$ cat src/hw/ccr_pkg.sv
// Purpose: Constants and types for the clock generator configuration slave
// Assumes: Register offsets are byte positions on the two-wire bus
// Notes: Offset 0x05 keeps only its three low bits in this block
package ccr_pkg;

  localparam int CCR_NUM_REGS = 6;

  localparam logic [7:0] OFS_GENERAL = 8'h00;
  localparam logic [7:0] OFS_VARIANT = 8'h01;
  localparam logic [7:0] OFS_CAP_TRIM = 8'h02;
  localparam logic [7:0] OFS_REF_DIV = 8'h03;
  localparam logic [7:0] OFS_FB_LOW = 8'h04;
  localparam logic [7:0] OFS_FB_HIGH = 8'h05;

  localparam int GC_OTP_PROGRAMMED = 7;
  localparam int GC_ADDR_SEL_LSB = 5;
  localparam int GC_SPREAD = 4;
  localparam int GC_DIVA_SRC = 3;
  localparam int GC_PLLC_REF = 2;
  localparam int GC_CLKIN_EN = 1;
  localparam int GC_OTP_LOCK = 0;
  localparam int RD_BYPASS_ONE = 7;
  localparam int RD_BYPASS_TWO = 6;
  localparam int RD_DIV_MSB = 5;
  localparam int FBH_MSB = 2;

  localparam logic [7:0] RST_GENERAL = 8'h00;
  localparam logic [7:0] RST_VARIANT = 8'h00;
  localparam logic [7:0] RST_CAP_TRIM = 8'h11;
  localparam logic [7:0] RST_REF_DIV = 8'h19;
  localparam logic [7:0] RST_FB_LOW = 8'hE0;
  localparam logic [7:0] RST_FB_HIGH = 8'h01;
  localparam logic [7:0] MASK_FB_HIGH = 8'h07;
  localparam logic [7:0] MASK_FULL = 8'hFF;

  localparam logic [7:0] CCR_RESET [CCR_NUM_REGS] = '{RST_GENERAL,
    RST_VARIANT, RST_CAP_TRIM, RST_REF_DIV, RST_FB_LOW, RST_FB_HIGH};
  localparam logic [7:0] CCR_MASK [CCR_NUM_REGS] = '{MASK_FULL, MASK_FULL,
    MASK_FULL, MASK_FULL, MASK_FULL, MASK_FB_HIGH};

  // Upper five bits of the seven-bit slave address; select adds 0..3
  localparam logic [4:0] SLAVE_ADDR_HIGH = 5'h1A;
  localparam logic [3:0] BITS_PER_BYTE = 4'h8;

  typedef enum logic [2:0] {
    ST_IDLE, ST_ADDR, ST_OFFS, ST_WR, ST_RD, ST_HOLD
  } ccr_state_t;

endpackage

$ cat src/hw/ccr_slave.sv
// Purpose: Two-wire slave holding the first configuration bytes
// Assumes: SCL and SDA_IN are synchronous to SYS_CLK and slow against it
// Notes: Writes are staged and land together at STOP
`timescale 1ns/1ps
`default_nettype none

// How it works
// - Answers at one of four slave addresses, D0, D2, D4 or D6.
// - Transfers are byte blocks of one or more data bytes after addressing.
// - Slave address byte then offset byte; offset is the first register used.
// - Pointer steps up after every written byte and every read byte the master acknowledges; bits go most significant first.
// - Master may stop after any whole byte without error.
// - Written bytes are staged and all committed together at STOP.
// - Offset 0x00 bits 6:5 pick the slave address.
// - Offset 0x00 bit 7 marks programmed memory; bit 0 locks it.
// - Offset 0x00 bit 4 enables spread on the first PLL, reset 0.
// - Offset 0x00 bits 3:1: divider source, third PLL reference, clock input.
// - Offset 0x01 is an eight-bit variant code, reset zero.
// - Offset 0x02 is the eight-bit crystal capacitance trim.
// - Offset 0x03 bits 5:0 are the third PLL reference divider, reset 25.
// - Offset 0x03 bits 7 and 6 bypass the divide-by-one and -two paths.
// - Offset 0x04 is the low byte of the third PLL feedback divider.
// - Offset 0x05 bits 2:0 are feedback divider bits 10:8.
module ccr_slave
  import ccr_pkg::*;
(
  input wire logic SYS_CLK,
  input wire logic RST_B,
  input wire logic SCL,
  input wire logic SDA_IN,
  output logic SDA_OUT,
  output logic SDA_OE,
  output logic OTP_PROGRAMMED,
  output logic [1:0] SLAVE_ADDR_SELECT,
  output logic PLL_A_SPREAD_ENABLE,
  output logic OUT_DIVIDER_A_SOURCE,
  output logic PLL_C_REFERENCE_SELECT,
  output logic CLOCK_INPUT_ENABLE,
  output logic OTP_WRITE_LOCK,
  output logic [7:0] VARIANT_CODE_FIELD,
  output logic [7:0] CRYSTAL_CAP_TRIM,
  output logic PLL_C_REF_BYPASS_ONE,
  output logic PLL_C_REF_BYPASS_TWO,
  output logic [5:0] PLL_C_REF_DIVIDER,
  output logic [10:0] PLL_C_FEEDBACK_DIVIDER
);

  logic rst_q1;
  logic rst_n;
  logic scl_q;
  logic sda_q;
  ccr_state_t state;
  ccr_state_t next_state;
  logic [3:0] bit_cnt;
  logic [3:0] next_bit_cnt;
  logic ack_phase;
  logic next_ack_phase;
  logic [7:0] shift;
  logic [7:0] next_shift;
  logic [7:0] ptr;
  logic [7:0] next_ptr;
  logic [7:0] rd_byte;
  logic [7:0] next_rd_byte;
  logic rw;
  logic next_rw;
  logic mack;
  logic next_mack;
  logic next_oe;
  logic stage_we;
  logic stage_clr;
  logic [7:0] reg_q [CCR_NUM_REGS];
  logic [7:0] stage [CCR_NUM_REGS];
  logic [CCR_NUM_REGS-1:0] stage_vld;

  always_ff @(posedge SYS_CLK or negedge RST_B) begin
    if (!RST_B) begin
      rst_q1 <= 1'b0;
      rst_n <= 1'b0;
    end else begin
      rst_q1 <= 1'b1;
      rst_n <= rst_q1;
    end
  end

  wire scl_rise = SCL & ~scl_q;
  wire scl_fall = ~SCL & scl_q;
  wire start = scl_q & SCL & sda_q & ~SDA_IN;
  wire stop = scl_q & SCL & ~sda_q & SDA_IN;
  wire busy = (state != ST_IDLE) && (state != ST_HOLD);
  wire byte_done = (bit_cnt == BITS_PER_BYTE);
  wire [1:0] addr_sel = reg_q[0][GC_ADDR_SEL_LSB+1:GC_ADDR_SEL_LSB];
  wire addr_hit = (shift[7:1] == {SLAVE_ADDR_HIGH, addr_sel});
  wire [7:0] ptr_inc = ptr + 8'h01;
  wire ptr_ok = (ptr < 8'(CCR_NUM_REGS));
  wire inc_ok = (ptr_inc < 8'(CCR_NUM_REGS));
  // Reads come only from committed registers
  wire [7:0] rd_cur = ptr_ok ? reg_q[ptr[2:0]] : 8'h00;
  wire [7:0] rd_next = inc_ok ? reg_q[ptr_inc[2:0]] : 8'h00;
  wire rd_bit = rd_byte[~bit_cnt[2:0]];

  always_comb begin
    next_state = state;
    next_bit_cnt = bit_cnt;
    next_ack_phase = ack_phase;
    next_shift = shift;
    next_ptr = ptr;
    next_rd_byte = rd_byte;
    next_rw = rw;
    next_mack = mack;
    next_oe = SDA_OE;
    stage_we = 1'b0;
    stage_clr = 1'b0;
    if (start) begin
      // A repeated start drops any staged write
      next_state = ST_ADDR;
      next_bit_cnt = 4'h0;
      next_ack_phase = 1'b0;
      next_oe = 1'b0;
      stage_clr = 1'b1;
    end else if (stop) begin
      // Stop ends any transfer cleanly
      next_state = ST_IDLE;
      next_ack_phase = 1'b0;
      next_oe = 1'b0;
      stage_clr = 1'b1;
    end else if (scl_rise && busy) begin
      if (ack_phase) begin
        next_mack = ~SDA_IN;
      end else if (!byte_done) begin
        next_shift = {shift[6:0], SDA_IN};
        next_bit_cnt = bit_cnt + 4'h1;
      end
    end else if (scl_fall && busy) begin
      if (!ack_phase && byte_done) begin
        // Ninth clock: acknowledge bytes taken, release for reads
        next_ack_phase = 1'b1;
        if (state == ST_RD) begin
          next_oe = 1'b0;
        end else if (state == ST_ADDR && !addr_hit) begin
          next_state = ST_HOLD;
          next_oe = 1'b0;
        end else begin
          next_oe = 1'b1;
        end
        if (state == ST_ADDR) begin
          next_rw = shift[0];
        end
      end else if (!ack_phase && state == ST_RD) begin
        next_oe = ~rd_bit;
      end else if (ack_phase) begin
        next_ack_phase = 1'b0;
        next_bit_cnt = 4'h0;
        next_oe = 1'b0;
        unique case (state)
          ST_ADDR: begin
            if (rw) begin
              next_state = ST_RD;
              next_rd_byte = rd_cur;
              next_oe = ~rd_cur[7];
            end else begin
              next_state = ST_OFFS;
            end
          end
          ST_OFFS: begin
            next_ptr = shift;
            next_state = ST_WR;
          end
          ST_WR: begin
            stage_we = 1'b1;
            next_ptr = ptr_inc;
          end
          ST_RD: begin
            if (mack) begin
              next_ptr = ptr_inc;
              next_rd_byte = rd_next;
              next_oe = ~rd_next[7];
            end else begin
              next_state = ST_HOLD;
            end
          end
          ST_IDLE, ST_HOLD: begin
          end
        endcase
      end
    end
  end

  always_ff @(posedge SYS_CLK or negedge rst_n) begin
    if (!rst_n) begin
      scl_q <= 1'b1;
      sda_q <= 1'b1;
      state <= ST_IDLE;
      bit_cnt <= 4'h0;
      ack_phase <= 1'b0;
      shift <= 8'h00;
      ptr <= 8'h00;
      rd_byte <= 8'h00;
      rw <= 1'b0;
      mack <= 1'b0;
      SDA_OE <= 1'b0;
      SDA_OUT <= 1'b0;
    end else begin
      scl_q <= SCL;
      sda_q <= SDA_IN;
      state <= next_state;
      bit_cnt <= next_bit_cnt;
      ack_phase <= next_ack_phase;
      shift <= next_shift;
      ptr <= next_ptr;
      rd_byte <= next_rd_byte;
      rw <= next_rw;
      mack <= next_mack;
      SDA_OE <= next_oe;
      SDA_OUT <= 1'b0;
    end
  end

  genvar gi;
  generate
    for (gi = 0; gi < CCR_NUM_REGS; gi++) begin : g_reg
      wire hit = stage_we && (ptr == 8'(gi));
      always_ff @(posedge SYS_CLK or negedge rst_n) begin
        if (!rst_n) begin
          reg_q[gi] <= CCR_RESET[gi];
          stage[gi] <= 8'h00;
          stage_vld[gi] <= 1'b0;
        end else begin
          if (stop && stage_vld[gi]) begin
            reg_q[gi] <= stage[gi] & CCR_MASK[gi];
          end
          if (stage_clr) begin
            stage_vld[gi] <= 1'b0;
          end else if (hit) begin
            stage[gi] <= shift;
            stage_vld[gi] <= 1'b1;
          end
        end
      end

    end
  endgenerate

  assign OTP_PROGRAMMED = reg_q[0][GC_OTP_PROGRAMMED];
  assign OTP_WRITE_LOCK = reg_q[0][GC_OTP_LOCK];
  assign SLAVE_ADDR_SELECT = addr_sel;
  assign PLL_A_SPREAD_ENABLE = reg_q[0][GC_SPREAD];
  assign OUT_DIVIDER_A_SOURCE = reg_q[0][GC_DIVA_SRC];
  assign PLL_C_REFERENCE_SELECT = reg_q[0][GC_PLLC_REF];
  assign CLOCK_INPUT_ENABLE = reg_q[0][GC_CLKIN_EN];
  assign VARIANT_CODE_FIELD = reg_q[1];
  assign CRYSTAL_CAP_TRIM = reg_q[2];
  assign PLL_C_REF_BYPASS_ONE = reg_q[3][RD_BYPASS_ONE];
  assign PLL_C_REF_BYPASS_TWO = reg_q[3][RD_BYPASS_TWO];
  assign PLL_C_REF_DIVIDER = reg_q[3][RD_DIV_MSB:0];
  assign PLL_C_FEEDBACK_DIVIDER = {reg_q[5][FBH_MSB:0],
    reg_q[4]};

  wire [47:0] cfg_flat = {reg_q[5], reg_q[4], reg_q[3], reg_q[2], reg_q[1],
    reg_q[0]};
  wire [47:0] cfg_reset = {RST_FB_HIGH, RST_FB_LOW, RST_REF_DIV,
    RST_CAP_TRIM, RST_VARIANT, RST_GENERAL};
endmodule

`default_nettype wire

$ cat config.mk
export PLATFORM = sky130hd
export DESIGN_NAME = ccr_slave
export DESIGN_NICKNAME = d
export VERILOG_FILES = /design/src/hw/ccr_pkg.sv /design/src/hw/ccr_slave.sv
export SDC_FILE = /design/constraint.sdc
export NUM_CORES = 1
export LEC_CHECK = 0
export BUFFER_PORTS_ARGS = -buffer_cell sky130_fd_sc_hd__buf_2
export CAP_MARGIN = 30
export CORE_MARGIN = 5
export CORE_UTILIZATION = 40
export CTS_CLUSTER_SIZE = 40
export DETAILED_ROUTE_END_ITERATION = 10
export PLACE_DENSITY = 0.6
export SLEW_MARGIN = 40
export SYNTH_ARGS = -nofsm -noshare
export SYNTH_HDL_FRONTEND = slang
export SYNTH_SLANG_ARGS = --single-unit
$ cat constraint.sdc
create_clock -name SYS_CLK -period 5.75 [get_ports SYS_CLK]
set_input_delay 0.2875 -clock SYS_CLK [delete_from_list [all_inputs] [get_ports SYS_CLK]]
set_output_delay 0.2875 -clock SYS_CLK [all_outputs]
set_load 0.005 [all_outputs]
==> flow_summary_export.csv <==
group,metric,value,unit
global_route,grt_pass1_vias,4899,
final_layout,finalNetCount,597,
min_path,min_path_cells,1,
timing,period_share,49.3,%
clocking,clkSlewWorstSetupHoldPaths,0.07,ns
clocking,cts_hold_buf,2,
clocking,cts_inserted_buffers,17,
worst_setup_path,rr_startpoint,"ptr[1]",
final_layout,post-route-util,47.3,%
worst_setup_path,ff2ff_path_depth,7,
timing,maxSlewHeadroom,47.5,%
clocking,clock-sinks,131,
clocking,cts_resized,0,
global_route,grt_util_met1,24.3,%
synth,synth_edf_count,0,
die,dieWidth,138,um
die,dieArea,19000,um^2
routing,drt-pass1-iter-count,5,
timing,finalSetupViolations,0,
synth,yosysWarningCount,0,
worst_setup_path,critPathKind,"reg -> reg",
power_and_ir_drop,power-per-cell-area,303,nW/um^2
timing,timing.final.hold_violations,0,
global_route,global_route.usage.met2,30.7,%
routing,antenna_violating_nets_post_route,0,
worst_setup_path,cp_data_arrival_time,3.17,ns
synth,synth_fp_nets,554,
timing,maximum_clock_skew_at_final_layout,0.0158,ns
routing,drt_iter0_markers,274,
worst_setup_path,start_kind,"flip-flop",
final_layout,count_of_filler_cells_inserted_in_the_layout,1473,
routing,routed_wire_length_per_instance,20.0,um
worst_setup_path,worst_path_max_delay_cell,"sky130_fd_sc_hd__dfrtp_2",
global_route,grt_first_pass_wirelength,26800,um
routing,drcViolationCount,0,
die,fp-row-count,46,
routing,route.final.wire_length,16300,um
synth,yosys_cell_types,60,
timing,setup-tns-final,0,ns
die,floorplan.die.height,138,um
final_layout,final_layout_size_suffix_gt1_share,36.6,%
placed_design,place_congestion,0.973,
clocking,cts_tree,"done",
global_route,overflow,0,
clocking,clock_insertion_delay_worst_skew,0.42,ns
global_route,largest_net_degree_at_the_start_of_global_routing,53,
synth,post_synth.cell_area_avg,12.1,um^2
clocking,clk_path_buf_depth,2,
power_and_ir_drop,power_frac_clock,44.6,%
min_path,hold_start,"SDA_IN",
min_path,hold_path.class,"in -> reg",
job,timing.max_cap.violations,0,
min_path,worstHoldEndpoint,"sda_q",
worst_setup_path,cp_max_fo,19,
worst_setup_path,critical_path.reg2reg.endpoint,"rd_byte[4]",
worst_setup_path,critical_path.cell_chain,"inv_1, ha_1, nor2b_1, o21ai_0, o211ai_1, or4_1, o21bai_1",
routing,vias,4608,
global_route,antenna_violations_before_repair,0,
clocking,cts.htree.levels,4,
power_and_ir_drop,sw_frac_of_total,29.2,%
final_layout,area_growth_syn_to_layout,15.7,%
synth,postSynthRegisterBits,131,
placed_design,buffer_ports.inserted,47,
power_and_ir_drop,power_leakage,3.69,nW
status,status,"finished clean",
power_and_ir_drop,power.share.sequential,47.5,%
die,io_pins,49,
worst_setup_path,worst_setup_path_end_kind,"flip-flop",
power_and_ir_drop,irDropWorstVdd,0.215,mV
worst_setup_path,data_required_time_of_the_critical_path,6.08,ns
clocking,cts_root_buf,"sky130_fd_sc_hd__clkbuf_16",
routing,route.detailed.vias_per_inst,5.65,
power_and_ir_drop,internal-power,1.63,mW
synth,seq_area_frac_synth,50.3,%
die,core_region_area,16000,um^2
timing,fmax,0.353,GHz
synth,async_flop_share,100,%
worst_setup_path,worst_path_largest_cell_delay,0.66,ns
clocking,post-cts-setup-buffer-count,0,
placed_design,place_hpwl,11700,um
worst_setup_path,reg2reg_slack,2.91,ns
power_and_ir_drop,p_sw,0.671,mW
synth,syn-cell-area,6550,um^2
power_and_ir_drop,p_comb_share,7.8,%
global_route,grt_use_met3,4.32,%
timing,rsz0062_at_grt,"no",
timing,final_max_slew_viol_count,0,
synth,netlist_instances,543,
final_layout,antennaDiodeCount,0,
die,start_util,40.9,%
timing,worst_slew_pin_slew,0.786,ns
global_route,grt.total_usage,18.6,%
timing,finalWorstPathRequiredPeriod,2.84,ns
global_route,busiest_layer,"met2",
synth,ys.flop_type,"sky130_fd_sc_hd__dfrtp_1",
==> cell usage in the layout, fill, tap and decap left out, types with 10 or more instances in the layout <==
cell type,Yosys,routed
sky130_fd_sc_hd__buf_2,9,47
sky130_fd_sc_hd__a21oi_1,25,25
sky130_fd_sc_hd__nor2_1,17,17
sky130_fd_sc_hd__dfrtp_1,120,117
sky130_fd_sc_hd__nand2_1,40,40
sky130_fd_sc_hd__mux4_2,15,15
sky130_fd_sc_hd__mux2i_1,14,14
sky130_fd_sc_hd__o21ai_0,26,25
sky130_fd_sc_hd__mux2_2,93,93
sky130_fd_sc_hd__nor2b_1,10,10
sky130_fd_sc_hd__dfstp_2,11,11
sky130_fd_sc_hd__clkbuf_16,0,17
sky130_fd_sc_hd__nand3_1,10,10
sky130_fd_sc_hd__inv_1,10,10
==> final cells by class <==
type | instances | area, um^2 | area share [%]
clock inverters | 15 | 140 | 1.85
flip-flops and latches | 131 | 3300 | 43.6
well taps | 216 | 270 | 3.57
multi-input cells | 374 | 3110 | 41.1
repair buffers | 52 | 290 | 3.83
clock buffers | 17 | 425 | 5.62
inverters | 10 | 37.5 | 0.496
==> power by group through the flow <==
| stage | clock [mW] | combinational [mW] | sequential [mW] |
|---|---|---|---|
| after floorplan | 0 | 0.172 | 1.03 |
| after global placement | 0 | 0.166 | 1.11 |
| after detailed placement | 0 | 0.179 | 1.11 |
| after CTS | 1.05 | 0.181 | 1.09 |
| after global routing | 1.09 | 0.200 | 1.11 |
| final | 1.03 | 0.180 | 1.09 |
==> worst max-delay path by stage <==
stage,start,end,slack [ns],depth (start not counted)
floorplan,rst_n,CLOCK_INPUT_ENABLE,1.85,0
global placement,ptr[1],rd_byte[3],2.76,7
detailed placement,ptr[1],rd_byte[3],2.63,7
CTS,ptr[1],rd_byte[4],2.60,7
global route,ptr[1],rd_byte[3],2.74,7
finish,ptr[1],rd_byte[4],2.91,7
==> worst max-delay path: cells and delay by family (launching register included) <==
family / cells / cell delay, ns
simple gates: 2 / 0.85
flops: 1 / 0.66
fa+ha+maj: 1 / 0.54
compound gates: 3 / 0.53
buf+inv: 1 / 0.17
==> kinds of logic (layout without fill, tap and decap cells) <==
kind of cell / after synthesis / count (layout) / synth area share, %
buf+inv: 38 / 94 / 2.41
flops: 131 / 131 / 50.3
simple gates: 130 / 130 / 11.1
compound gates: 103 / 103 / 9.94
mux: 124 / 124 / 23.6
xor+xnor: 8 / 8 / 1.18
fa+ha+maj: 7 / 7 / 1.34
other cells: 2 / 2 / 0.115
==> state kept, by name (all words and copies together) (netlist names), 3 cells and up <==
register,count
PLL_C_REF_DIVIDER,6
state,3
shift,8
stage_vld,6
bit_cnt,4
VARIANT_CODE_FIELD,8
ptr,8
PLL_C_FEEDBACK_DIVIDER,11
CRYSTAL_CAP_TRIM,8
stage,43
rd_byte,8
==> per-layer routing <==
| metal | vias to the layer above | share of wire (%) |
|---|---|---|
| met5 | - | 0 |
| met4 | 0 | 1.8 |
| met3 | 21 | 5.3 |
| met2 | 139 | 49 |
| met1 | 2345 | 44 |
| li1 | 2103 | - |
==> cell usage after synthesis (4+ instances only) <==
| cell | number | area, um^2 |
|---|---|---|
| sky130_fd_sc_hd__xnor2_1 | 6 | 52.6 |
| sky130_fd_sc_hd__mux4_2 | 15 | 338 |
| sky130_fd_sc_hd__and3_1 | 6 | 37.5 |
| sky130_fd_sc_hd__nand2_4 | 4 | 45.0 |
| sky130_fd_sc_hd__o21ai_1 | 4 | 20.0 |
| sky130_fd_sc_hd__nand3_1 | 10 | 50.1 |
| sky130_fd_sc_hd__buf_2 | 9 | 45.0 |
| sky130_fd_sc_hd__a21oi_1 | 25 | 125 |
| sky130_fd_sc_hd__nor3b_1 | 6 | 45.0 |
| sky130_fd_sc_hd__o31ai_1 | 6 | 45.0 |
| sky130_fd_sc_hd__nand2_1 | 40 | 150 |
| sky130_fd_sc_hd__o2bb2ai_1 | 4 | 35.0 |
| sky130_fd_sc_hd__o21bai_1 | 4 | 30.0 |
| sky130_fd_sc_hd__a2bb2oi_1 | 7 | 61.3 |
| sky130_fd_sc_hd__ha_1 | 7 | 87.6 |
| sky130_fd_sc_hd__nor2_1 | 17 | 63.8 |
| sky130_fd_sc_hd__mux2_2 | 93 | 1050 |
| sky130_fd_sc_hd__clkbuf_1 | 17 | 63.8 |
| sky130_fd_sc_hd__and3b_1 | 6 | 52.6 |
| sky130_fd_sc_hd__nor2b_1 | 10 | 62.6 |
| sky130_fd_sc_hd__dfstp_2 | 11 | 289 |
| sky130_fd_sc_hd__mux2i_1 | 14 | 140 |
| sky130_fd_sc_hd__o21ai_0 | 26 | 130 |
| sky130_fd_sc_hd__inv_1 | 10 | 37.5 |
| sky130_fd_sc_hd__dfrtp_1 | 120 | 3000 |
| sky130_fd_sc_hd__nor3_1 | 7 | 35.0 |
| sky130_fd_sc_hd__a31oi_1 | 8 | 50.1 |
==> stage by stage <==
stage	worst slack (ns)	hold WS (ns)	area (um^2)	total power [mW]	instances
finish	2.91	0.0463	7570	2.30	815
global route	2.74	0.0288	7570	2.39	815
CTS	2.60	0.0273	7560	2.32	815
detailed placement	2.63	0.0763	6970	1.29	781
global placement	2.76	0.0717	6950	1.28	780
floorplan	1.85	-0.00809	6550	1.21	543
No activity file was read; power rests on OpenSTA's default activity.
